$ cat src/design/sxb_pkg.sv
/*
  Shared constants and types for the SMBus slave to expansion-bus bridge.
  Assumes a 40 MHz pclk and an APB register port with 12-bit byte addresses.
*/
package sxb_pkg;
  // Runtime register indices; the byte address is four times the index
  localparam logic [11:0] SXB_IDX_SADDR = 12'h076;
  localparam logic [11:0] SXB_IDX_LPC_ARB = 12'h077;
  localparam logic [11:0] SXB_IDX_STATUS = 12'h078;
  localparam logic [11:0] SXB_A_SADDR = SXB_IDX_SADDR << 2;
  localparam logic [11:0] SXB_A_LPC_ARB = SXB_IDX_LPC_ARB << 2;
  localparam logic [11:0] SXB_A_STATUS = SXB_IDX_STATUS << 2;

  // Internal byte registers reached through command nibble zero
  localparam logic [3:0] SXB_R_COM2 = 4'h0;
  localparam logic [3:0] SXB_R_DDR = 4'h1;
  localparam logic [3:0] SXB_R_ARB = 4'h2;
  localparam logic [3:0] SXB_R_VCC0 = 4'h4;
  localparam logic [3:0] SXB_R_VTR0 = 4'h8;
  localparam logic [3:0] SXB_R_LAST = 4'hb;

  // Command upper nibbles
  localparam logic [3:0] SXB_NIB_INT = 4'h0;
  localparam logic [3:0] SXB_NIB_LCD = 4'h1;
  localparam logic [3:0] SXB_NIB_CS0 = 4'h2;
  localparam logic [3:0] SXB_NIB_CS3 = 4'h5;

  // Arbitration register fields
  localparam int SXB_ARB_REQ = 0;
  localparam int SXB_ARB_GNT = 1;
  localparam int SXB_ARB_MRQ = 2;

  // Select vector positions
  localparam int SXB_SEL_CS1 = 1;
  localparam int SXB_SEL_LCD = 4;

  // Expansion-bus strobe width, rounded up to whole cycles
  localparam int SXB_CLK_PS = 25000;
  localparam int SXB_STROBE_PS = 100000;
  localparam logic [2:0] SXB_STROBE_CYC =
    3'((SXB_STROBE_PS + SXB_CLK_PS - 1) / SXB_CLK_PS);

  localparam logic [1:0] SXB_STRAP_SETTLE = 2'h3;
  localparam logic [3:0] SXB_BITS = 4'h8;
  localparam logic [7:0] SXB_IDLE_BYTE = 8'hff;

  typedef enum logic [2:0] {
    SXB_IDLE = 3'b000,
    SXB_RX = 3'b001,
    SXB_ACK = 3'b010,
    SXB_TX = 3'b011,
    SXB_MACK = 3'b100
  } sxb_state_t;

  typedef enum logic [1:0] {
    SXB_PH_ADDR = 2'b00,
    SXB_PH_CMD = 2'b01,
    SXB_PH_WDATA = 2'b10,
    SXB_PH_RDATA = 2'b11
  } sxb_phase_t;
endpackage

$ cat src/design/sxb_sync.sv
/*
  Two-stage synchroniser for a group of independent level inputs.
  Assumes each bit is a slow level; no bus coherency across bits.
*/
`timescale 1ns/1ps
module sxb_sync #(
  parameter int W = 1
) (
  input wire logic pclk,
  input wire logic presetn,
  input wire logic [W-1:0] d,
  output logic [W-1:0] q
);
  typedef struct packed {
    logic [W-1:0] meta;
    logic [W-1:0] sync;
  } sxb_sync_t;

  sxb_sync_t r_q;
  sxb_sync_t r_d;

  always_comb
  begin
    r_d.meta = d;
    r_d.sync = r_q.meta;
  end

  always_ff @(posedge pclk or negedge presetn)
  begin
    if (!presetn)
      r_q <= '0;
    else
      r_q <= r_d;
  end

  assign q = r_q.sync;
endmodule

$ cat src/design/sxb_arbiter.sv
/*
  Expansion-bus arbiter between the SMBus target and the LPC side.
  Assumes both request inputs come from registers on pclk.
*/
`timescale 1ns/1ps
module sxb_arbiter (
  input wire logic pclk,
  input wire logic presetn,
  input wire logic smb_req,
  input wire logic smb_mrq,
  input wire logic lpc_req,
  output logic smb_gnt,
  output logic lpc_gnt
);
  typedef struct packed {
    logic smb_gnt;
    logic smb_prev;
    logic lpc_prev;
  } sxb_arb_t;

  sxb_arb_t a_q;
  sxb_arb_t a_d;
  logic lpc_holds;
  logic both_rise;

  always_comb
  begin
    a_d = a_q;
    a_d.smb_prev = smb_req;
    a_d.lpc_prev = lpc_req;
    // LPC holds only once its request has stood for a cycle
    lpc_holds = lpc_req && a_q.lpc_prev;
    // Simultaneous rise keeps the current owner, so no oscillation
    both_rise = smb_req && !a_q.smb_prev && lpc_req && !a_q.lpc_prev;
    if (smb_mrq)
      a_d.smb_gnt = 1'b1;
    else if (a_q.smb_gnt)
      a_d.smb_gnt = smb_req;
    else
      a_d.smb_gnt = smb_req && !lpc_holds && !both_rise;
  end

  always_ff @(posedge pclk or negedge presetn)
  begin
    if (!presetn)
      a_q <= '0;
    else
      a_q <= a_d;
  end

  assign smb_gnt = a_q.smb_gnt;
  assign lpc_gnt = !a_q.smb_gnt;
endmodule

$ cat src/design/sxb_bridge.sv
/*
  SMBus slave-only target bridging Write Byte / Read Byte to internal byte
  registers and to a four-select expansion bus with an LCD strobe.
  Assumes SMBus pins are open drain, sampled here by pclk through two flops;
  LPC-side request comes from the APB runtime register; counters are on pclk.
*/
// Design decision made here: the APB slave port.
// Function
// - Separate slave-only target on shared clock/data pins with its own address.
// - Slave address lives in a software read/write runtime register.
// - Two strap inputs pick one of four boot addresses.
// - Target runs from reset with no software setup.
// - Only Write Byte and Read Byte transactions are handled.
// - After start, address byte first; after its ack, the command byte.
// - Bytes travel MSB first, each followed by receiver's ack bit.
// - Read Byte uses repeated start and ends with host not-acknowledge.
// - Upper nibble selects target; lower nibble drives expansion address lines.
// - Nibble zero reaches internal byte registers zero to eleven.
// - Commands naming undefined internal registers are ignored.
// - Nibble one drives LCD and second select; strobe latches; low bits are LCD address.
// - For expansion accesses odd commands read, even commands write.
// - Nibbles two to five drive selects zero to three.
// - Each arbitration register shows a hardware grant bit.
// - Requests granted first-come; held until holder drops its request.
// - LPC owns the expansion bus after reset.
// - Master request bit gives SMBus the bus regardless of LPC.
`timescale 1ns/1ps
module sxb_bridge #(
  parameter logic [6:0] ADDR_BASE = 7'h2c
) (
  input wire logic pclk,
  input wire logic presetn,
  input wire logic [11:0] paddr,
  input wire logic psel,
  input wire logic penable,
  input wire logic pwrite,
  input wire logic [31:0] pwdata,
  output logic [31:0] prdata,
  output logic pready,
  output logic pslverr,
  input wire logic scl_in,
  input wire logic sda_in,
  output logic sda_out,
  output logic sda_oe,
  input wire logic addr_strap_lo,
  input wire logic addr_strap_hi,
  output logic [3:0] expansion_address_lines,
  output logic expansion_select_zero_n,
  output logic expansion_select_one,
  output logic expansion_select_two_n,
  output logic expansion_select_three_n,
  output logic lcd_select,
  output logic lcd_latch_strobe,
  output logic xbus_rd_n,
  output logic xbus_wr_n,
  input wire logic [7:0] xbus_data_in,
  output logic [7:0] xbus_data_out,
  output logic xbus_data_oe,
  output logic com2_disable,
  output logic [7:0] device_disable,
  output logic lpc_grant,
  input wire logic [31:0] vcc_count,
  input wire logic [31:0] vtr_count
);
  typedef struct packed {
    sxb_pkg::sxb_state_t st;
    sxb_pkg::sxb_phase_t ph;
    logic [3:0] cnt;
    logic [7:0] sh;
    logic [7:0] cmd;
    logic sda_oe;
    logic scl_prev;
    logic sda_prev;
    logic active;
    logic [6:0] saddr;
    logic [1:0] strap_cnt;
    logic strap_done;
    logic com2;
    logic [7:0] ddr;
    logic arb_req;
    logic arb_mrq;
    logic lpc_req;
    logic [4:0] xsel;
    logic xrd;
    logic xwr;
    logic [3:0] xaddr;
    logic [7:0] xdout;
    logic xoe;
    logic [2:0] xcnt;
    logic [7:0] rdata;
    logic [31:0] prdata;
  } sxb_bridge_t;

  sxb_bridge_t q;
  sxb_bridge_t d;
  logic [3:0] pins_s;
  logic [7:0] xdin_s;
  logic smb_gnt;
  logic scl_s;
  logic sda_s;
  logic rise;
  logic fall;
  logic start_c;
  logic stop_c;
  logic apb_wr;
  logic apb_hit;

  sxb_sync #(.W(4)) u_pin_sync (
    .pclk(pclk),
    .presetn(presetn),
    .d({addr_strap_hi, addr_strap_lo, sda_in, scl_in}),
    .q(pins_s)
  );

  sxb_sync #(.W(8)) u_data_sync (
    .pclk(pclk),
    .presetn(presetn),
    .d(xbus_data_in),
    .q(xdin_s)
  );

  sxb_arbiter u_arb (
    .pclk(pclk),
    .presetn(presetn),
    .smb_req(q.arb_req),
    .smb_mrq(q.arb_mrq),
    .lpc_req(q.lpc_req),
    .smb_gnt(smb_gnt),
    .lpc_gnt(lpc_grant)
  );

  assign scl_s = pins_s[0];
  assign sda_s = pins_s[1];
  assign rise = scl_s && !q.scl_prev;
  assign fall = !scl_s && q.scl_prev;
  assign start_c = scl_s && q.scl_prev && q.sda_prev && !sda_s;
  assign stop_c = scl_s && q.scl_prev && !q.sda_prev && sda_s;
  assign apb_wr = psel && penable && pwrite;
  assign apb_hit = (paddr == sxb_pkg::SXB_A_SADDR) || (paddr == sxb_pkg::SXB_A_LPC_ARB)
    || (paddr == sxb_pkg::SXB_A_STATUS);

  function automatic logic [7:0] int_read(input sxb_bridge_t s, input logic [3:0] idx);
    logic [7:0] v;
    v = sxb_pkg::SXB_IDLE_BYTE;
    if (idx == sxb_pkg::SXB_R_COM2)
      v = {7'h00, s.com2};
    else if (idx == sxb_pkg::SXB_R_DDR)
      v = s.ddr;
    else if (idx == sxb_pkg::SXB_R_ARB)
      v = {5'h00, s.arb_mrq, smb_gnt, s.arb_req};
    else if (idx < sxb_pkg::SXB_R_VCC0)
      v = 8'h00;
    else if (idx < sxb_pkg::SXB_R_VTR0)
      v = 8'(vcc_count >> {idx[1:0], 3'h0});
    else if (idx <= sxb_pkg::SXB_R_LAST)
      v = 8'(vtr_count >> {idx[1:0], 3'h0});
    return v;
  endfunction

  // Select vector for an expansion command, zero when the nibble is outside one to five
  function automatic logic [4:0] sel_of(input logic [3:0] nib);
    logic [4:0] v;
    v = 5'h00;
    if (nib == sxb_pkg::SXB_NIB_LCD)
      v = 5'h12;
    else if (nib >= sxb_pkg::SXB_NIB_CS0 && nib <= sxb_pkg::SXB_NIB_CS3)
      v = 5'(5'h01 << (nib - sxb_pkg::SXB_NIB_CS0));
    return v;
  endfunction

  always_comb
  begin
    d = q;
    d.scl_prev = scl_s;
    d.sda_prev = sda_s;

    // Straps are caught once, after reset release and synchroniser settle
    if (!q.strap_done)
    begin
      d.strap_cnt = q.strap_cnt + 2'h1;
      if (q.strap_cnt == sxb_pkg::SXB_STRAP_SETTLE)
      begin
        d.saddr = {ADDR_BASE[6:2], pins_s[3], pins_s[2]};
        d.strap_done = 1'b1;
      end
    end

    // APB writes
    if (apb_wr && paddr == sxb_pkg::SXB_A_SADDR && q.strap_done)
      d.saddr = pwdata[6:0];
    if (apb_wr && paddr == sxb_pkg::SXB_A_LPC_ARB)
      d.lpc_req = pwdata[sxb_pkg::SXB_ARB_REQ];
    // Read data is latched in the setup cycle so it stands for the access phase
    if (psel && !penable)
    begin
      d.prdata = 32'h0;
      if (paddr == sxb_pkg::SXB_A_SADDR)
        d.prdata = {25'h0, q.saddr};
      else if (paddr == sxb_pkg::SXB_A_LPC_ARB)
        d.prdata = {30'h0, lpc_grant, q.lpc_req};
      else if (paddr == sxb_pkg::SXB_A_STATUS)
        d.prdata = {22'h0, smb_gnt, q.active, q.cmd};
    end

    // Expansion strobe timing; grant loss cuts the cycle short
    if (q.xcnt != 3'h0)
    begin
      d.xcnt = q.xcnt - 3'h1;
      if (q.xcnt == 3'h1 || !smb_gnt)
      begin
        if (q.xrd)
          d.rdata = smb_gnt ? xdin_s : sxb_pkg::SXB_IDLE_BYTE;
        d.xsel = 5'h00;
        d.xrd = 1'b0;
        d.xwr = 1'b0;
        d.xoe = 1'b0;
        d.xcnt = 3'h0;
      end
    end

    if (stop_c)
    begin
      d.st = sxb_pkg::SXB_IDLE;
      d.sda_oe = 1'b0;
      d.active = 1'b0;
    end
    else if (start_c)
    begin
      // Also a repeated start inside Read Byte
      d.st = sxb_pkg::SXB_RX;
      d.ph = sxb_pkg::SXB_PH_ADDR;
      d.cnt = 4'h0;
      d.sda_oe = 1'b0;
      d.active = 1'b1;
    end
    else
    begin
      unique case (q.st)
        sxb_pkg::SXB_IDLE:
        begin
          d.sda_oe = 1'b0;
        end
        sxb_pkg::SXB_RX:
        begin
          if (rise && q.cnt < sxb_pkg::SXB_BITS)
          begin
            d.sh = {q.sh[6:0], sda_s};
            d.cnt = q.cnt + 4'h1;
          end
          else if (fall && q.cnt == sxb_pkg::SXB_BITS)
          begin
            d.st = sxb_pkg::SXB_IDLE;
            unique case (q.ph)
              sxb_pkg::SXB_PH_ADDR:
              begin
                if (q.sh[7:1] == q.saddr)
                begin
                  d.st = sxb_pkg::SXB_ACK;
                  d.sda_oe = 1'b1;
                  if (q.sh[0])
                  begin
                    // Read phase: fetch now so the byte is ready at ack end
                    d.ph = sxb_pkg::SXB_PH_RDATA;
                    d.rdata = sxb_pkg::SXB_IDLE_BYTE;
                    if (q.cmd[7:4] == sxb_pkg::SXB_NIB_INT)
                      d.rdata = int_read(q, q.cmd[3:0]);
                    else if (sel_of(q.cmd[7:4]) != 5'h00 && smb_gnt && q.cmd[0])
                    begin
                      d.xsel = sel_of(q.cmd[7:4]);
                      d.xaddr = q.cmd[3:0];
                      d.xrd = 1'b1;
                      d.xcnt = sxb_pkg::SXB_STROBE_CYC;
                    end
                  end
                  else
                    d.ph = sxb_pkg::SXB_PH_CMD;
                end
              end
              sxb_pkg::SXB_PH_CMD:
              begin
                // Cleared count tells the ack state a command, not data, was taken
                d.cnt = 4'h0;
                d.cmd = q.sh;
                d.ph = sxb_pkg::SXB_PH_WDATA;
                d.st = sxb_pkg::SXB_ACK;
                d.sda_oe = 1'b1;
              end
              sxb_pkg::SXB_PH_WDATA:
              begin
                if (q.cmd[7:4] == sxb_pkg::SXB_NIB_INT && q.cmd[3:0] <= sxb_pkg::SXB_R_LAST)
                begin
                  d.st = sxb_pkg::SXB_ACK;
                  d.sda_oe = 1'b1;
                  if (q.cmd[3:0] == sxb_pkg::SXB_R_COM2)
                    d.com2 = q.sh[0];
                  else if (q.cmd[3:0] == sxb_pkg::SXB_R_DDR)
                    d.ddr = q.sh;
                  else if (q.cmd[3:0] == sxb_pkg::SXB_R_ARB)
                  begin
                    d.arb_req = q.sh[sxb_pkg::SXB_ARB_REQ];
                    d.arb_mrq = q.sh[sxb_pkg::SXB_ARB_MRQ];
                  end
                end
                else if (sel_of(q.cmd[7:4]) != 5'h00 && smb_gnt && !q.cmd[0])
                begin
                  d.st = sxb_pkg::SXB_ACK;
                  d.sda_oe = 1'b1;
                  d.xsel = sel_of(q.cmd[7:4]);
                  d.xaddr = q.cmd[3:0];
                  d.xdout = q.sh;
                  d.xoe = 1'b1;
                  d.xwr = 1'b1;
                  d.xcnt = sxb_pkg::SXB_STROBE_CYC;
                end
                // Anything else is not acknowledged and leaves no effect
              end
              sxb_pkg::SXB_PH_RDATA:
              begin
                d.st = sxb_pkg::SXB_IDLE;
              end
            endcase
          end
        end
        sxb_pkg::SXB_ACK:
        begin
          if (fall)
          begin
            d.cnt = 4'h0;
            d.sda_oe = 1'b0;
            if (q.ph == sxb_pkg::SXB_PH_RDATA)
            begin
              d.st = sxb_pkg::SXB_TX;
              d.sh = q.rdata;
              d.sda_oe = !q.rdata[7];
              d.cnt = 4'h1;
            end
            else if (q.ph == sxb_pkg::SXB_PH_WDATA && q.cnt == sxb_pkg::SXB_BITS)
              d.st = sxb_pkg::SXB_IDLE;
            else
              d.st = sxb_pkg::SXB_RX;
          end
        end
        sxb_pkg::SXB_TX:
        begin
          if (fall)
          begin
            if (q.cnt == sxb_pkg::SXB_BITS)
            begin
              d.sda_oe = 1'b0;
              d.st = sxb_pkg::SXB_MACK;
            end
            else
            begin
              d.sh = {q.sh[6:0], 1'b0};
              d.sda_oe = !q.sh[6];
              d.cnt = q.cnt + 4'h1;
            end
          end
        end
        sxb_pkg::SXB_MACK:
        begin
          // Host answers with not-acknowledge; either way the byte is done
          if (rise)
            d.st = sxb_pkg::SXB_IDLE;
        end
        default:
        begin
          d.st = sxb_pkg::SXB_IDLE;
          d.sda_oe = 1'b0;
        end
      endcase
    end
  end

  always_ff @(posedge pclk or negedge presetn)
  begin
    if (!presetn)
    begin
      q <= '0;
      q.scl_prev <= 1'b1;
      q.sda_prev <= 1'b1;
      q.saddr <= ADDR_BASE;
    end
    else
      q <= d;
  end

  assign prdata = q.prdata;
  assign pready = 1'b1;
  assign pslverr = psel && penable && !apb_hit;
  assign sda_out = 1'b0;
  assign sda_oe = q.sda_oe;
  assign expansion_address_lines = q.xaddr;
  assign expansion_select_zero_n = !q.xsel[0];
  assign expansion_select_one = q.xsel[sxb_pkg::SXB_SEL_CS1];
  assign expansion_select_two_n = !q.xsel[2];
  assign expansion_select_three_n = !q.xsel[3];
  assign lcd_select = q.xsel[sxb_pkg::SXB_SEL_LCD];
  assign lcd_latch_strobe = q.xsel[sxb_pkg::SXB_SEL_LCD] && (q.xrd || q.xwr);
  assign xbus_rd_n = !q.xrd;
  assign xbus_wr_n = !q.xwr;
  assign xbus_data_out = q.xdout;
  assign xbus_data_oe = q.xoe;
  assign com2_disable = q.com2;
  assign device_disable = q.ddr;
endmodule

$ cat config.mk
export PLATFORM = sky130hd
export DESIGN_NAME = sxb_bridge
export DESIGN_NICKNAME = d
export VERILOG_FILES = /design/src/design/sxb_pkg.sv /design/src/design/sxb_sync.sv /design/src/design/sxb_arbiter.sv /design/src/design/sxb_bridge.sv
export SDC_FILE = /design/constraint.sdc
export NUM_CORES = 1
export LEC_CHECK = 0
export BUFFER_PORTS_ARGS = -buffer_cell sky130_fd_sc_hd__buf_2
export CORE_MARGIN = 2
export CORE_UTILIZATION = 38
export CTS_BUF_LIST = sky130_fd_sc_hd__clkbuf_4 sky130_fd_sc_hd__clkbuf_8
export DETAILED_ROUTE_END_ITERATION = 6
export PLACE_DENSITY_LB_ADDON = 0.15
export SYNTH_ARGS = -nofsm -noshare
export SYNTH_HDL_FRONTEND = slang
export SYNTH_SLANG_ARGS = --single-unit
$ cat constraint.sdc
create_clock -name pclk -period 3.8 [get_ports pclk]
set_input_delay 0.76 -clock pclk [delete_from_list [all_inputs] [get_ports pclk]]
set_output_delay 0.76 -clock pclk [all_outputs]
set_load 0.01 [all_outputs]
==> impl_results.md <==
* Placeable core area at 0.0164 mm²
* R2r setup slk at about 880 ps
* Cell mode on critical path: inv_1
* Final sum of negative setup slack at 0 ps
* Max-capacitance violation count at 0
* Syn avg cell area at ~10 µm²
* Warnings, synthesis at 0
* Cell types with the largest area share after synthesis: dfrtp_1 (45%), buf_4 (6.5%), mux2_2 (6.0%), mux4_2 (5.7%), o21ai_0 (3.4%)
* Setup crit start kind: flip-flop
* Async set or reset register ratio after synthesis at 100%
* Share of post-route cells with drive strength above 1 at between 30 and 40%
* Post-synthesis cell type with the largest combined area: dfrtp_1
* Clock root buffer: clkbuf_8
* Area enclosed by the die boundary at 0.0177 mm²
* Count of buffer and inverter cells on the critical path at 2
* Clock sink count at 119
* Pin count of the biggest net entering global routing at roughly 60
* Net count, final at between 800 and 900
* Cell with the largest stage delay on the worst path: a2111oi_1
* Cell with the most instances after synthesis: dfrtp_1
* Hold-fix buffer count after cts at 0
* Die extent in x at approximately 130 µm
* Number of global-route vias before repair at just under 5000
* Final worst clock skew at 12.3 ps
* LEAKAGE at 3.48 nW
* Critical path origin: q[95]
* Summed instance area of the synthesized netlist at around 0.0063 mm²
* Arrival time at the worst endpoint at 3230 ps
* Number of placement rows at 47
* Final Hold Slack at roughly 350 ps
* Input/output buffers at roughly 140
* Max-slew violation count at 0
* Antenna Nets Post-Route at 0
* Post-detailed-route via-to-cell ratio at 5.16
* First-pass GRT wire length at about 26000 µm
* Cells on worst reg2reg path at 7
* Non-filler instance count after layout at around 950
* Setup-violating endpoint count in the final report at 0
* Number of vias in the routed layout at just under 5000
* Number of ports placed on the die boundary at between 150 and 200
* Most common library cells after synthesis: dfrtp_1 (114), buf_4 (55), nand2_1 (52), o21ai_0 (43), nor2_1 (42)
* Tightest slew margin relative to the limit at approximately two fifths
* Largest stage delay on the critical path at between 500 and 600 ps
* Period utilisation layout at approximately three quarters
* Iteration-0 DRC count of the detailed router at between 300 and 400
* Areal power density over the cells at 433 mW/mm²
* Die Span Y at 133 µm
* Global-route total usage across every layer at between 10% and 20%
* Global route total overflow at 0
* Sequential cell area in the final layout at about 0.0030 mm²
* Final WL at roughly 16000 µm
* CTS buffer count at 17
* Reg-to-reg startpoint: q[95]
* DP Wirelength at around 12000 µm
* Starting Density at roughly two fifths
* Most frequently used flop master after synthesis: dfrtp_1
* Slew at the pin closest to its max-slew limit at between 800 and 900 ps
* Hold/Removal Path Class: flip-flop to flip-flop
* Chain of cells forming the critical path: inv_1 -> ha_1 -> inv_1 -> a2111oi_1 -> o2111ai_1 -> nor2_1 -> mux2_2
* Class of the most critical setup path: flip-flop to flip-flop
* Register area share after synthesis at a little under half
* Number of flops mapped to enable cells by yosys at 0
* Time the worst path needs with I/O delays and setup at 2920 ps
* CP delay by family, top: compound AO/OA/AOI/OAI gates
* Unrepaired setup endpoints after global routing: false
* Clock latency at the later pin of the worst-skew pair at 440 ps
* Routed length per instance at 16.8 µm
* Setup crit end kind: flip-flop
* Critical path required time at ~4000 ps
* Count of unresolved DRC violations after routing at 0
* Number of register bits inferred by synthesis at approximately 120
* Area growth syn-to-layout at 16.9%
* First-pass iteration count of the detailed router at 4
* Endpoint of the worst-slack reg-to-reg timing path: expansion_address_lines[1]
* Number of cells on the critical path at 7
* TritonCTS clock tree: built
* Fill count at around 1600
* Highest clock frequency the design can meet at approximately 340 MHz
* Final count of hold timing violations at 0
* Gate count after technology mapping at about 610
* Antenna violations before repair at 0
* Post-CTS sizing at 0
* Clock transition at path regs at 70 ps
* Proportion of netlist area held by the largest area contributor at a little under half
* Number of post-CTS setup repair buffers at 0
* Clk buf depth at 2
* Result of the run: finished, final reports clean
* Worst-case vdd ir drop at 216 µV
* Maximum net fanout on the critical path at 10
* Final GP Congestion at 0.858
* Number of distinct library cells after synthesis at between 60 and 70
* Footprint of the multi-input gates at between 0.002 and 0.003 mm²
* Cells after DPL at approximately 920
* Antenna diode instance count at 0
* Destination of the critical timing path: expansion_address_lines[1]
* Maximum level of the CTS H-tree at 4
## kinds of logic after synthesis
family,Yosys count,synth area share [%]
simple gates,172,14.0
compound gates,138,14.1
flops,119,47.1
buf+inv,109,9.80
mux,53,12.2
xor+xnor,9,1.25
fa+ha+maj,7,1.38
other cells,2,0.119
## metal layers
metal  share of wire, %  vias up  GRT usage, %  routed length [µm]
li1                   -     2319             -                   -
met4                2.0        0          8.00                 319
met2                 49      174          31.0                7850
met3                5.4       19          4.60                 864
met1                 44     2407          24.6                6960
met5                  0        -             0                   0
## worst register-to-register path, delay by kind of cell (launching register included)
family                   cells  cell delay, ps
AND/OR/NAND/NOR              1             480
adder cells (fa/ha/maj)      1             340
AO/OA/AOI/OAI                2             890
flip-flops                   1             520
buffers and inverters        2             180
multiplexers                 1             390
## state kept, by name, indices dropped and copies added, names as in the netlist
name	flops
u_data_sync.r_d	8
lcd_select	1
xbus_data_oe	1
xbus_data_out	8
u_pin_sync.r_d	4
expansion_address_lines	4
q	57
u_pin_sync.q	4
u_arb.a_q	2
u_arb.smb_gnt	1
sda_oe	1
expansion_select_one	1
device_disable	8
prdata	10
com2_disable	1
u_data_sync.q	8
## through the flow
step / util, % / worst slack [ps] / power (mW) / cell area [µm²]
3_5_place_dp: 42.5 / 961 / 1.97 / 6970
2_1_floorplan: - / 1100 / 1.77 / 6410
5_1_grt: 45.1 / 687 / 3.38 / 7400
4_1_cts: 45.1 / 944 / 3.24 / 7400
3_3_place_gp: 42.5 / 987 / 1.95 / 6970
6_report: 45.1 / 885 / 3.20 / 7400
## cells in the final DEF, fill, tap and decap left out, types with 14 or more instances in the layout
master,netlist,final
inv_1,26,26
a22oi_1,14,14
clkbuf_8,0,19
nand2_1,52,52
dfrtp_1,114,114
mux2_2,34,34
conb_1,2,24
nor2_1,42,42
a21oi_1,25,25
mux4_2,16,16
o21ai_0,43,43
buf_2,4,141
## worst min-delay path by stage
stage,startpoint,to,cells after the start
6_report,u_data_sync.r_d[4],u_data_sync.q[4],0
5_1_grt,u_data_sync.r_d[2],u_data_sync.q[2],0
4_1_cts,u_data_sync.r_d[4],u_data_sync.q[4],0
3_5_place_dp,u_data_sync.r_d[3],u_data_sync.q[3],0
3_3_place_gp,u_data_sync.r_d[5],u_data_sync.q[5],0
2_1_floorplan,u_data_sync.r_d[0],u_data_sync.q[0],0
## power breakdown
group / leakage (nW) / total (mW) / switching (mW) / internal (mW)
clock: 0.230 / 1.26 / 0.495 / 0.764
sequential: 1.53 / 1.49 / 0.146 / 1.34
combinational: 1.72 / 0.454 / 0.250 / 0.204
total: 3.48 / 3.20 / 0.890 / 2.31
## area by class of cell
cell class / count / share of cell area, %
multi-input combinational: 403 / 37.9
tap: 220 / 3.72
sequential: 119 / 40.3
clock inverter: 10 / 2.03
clock buffer: 22 / 3.84
inverter: 28 / 1.42
timing repair buffer: 151 / 10.7
(Power assumes the default switching activity.)
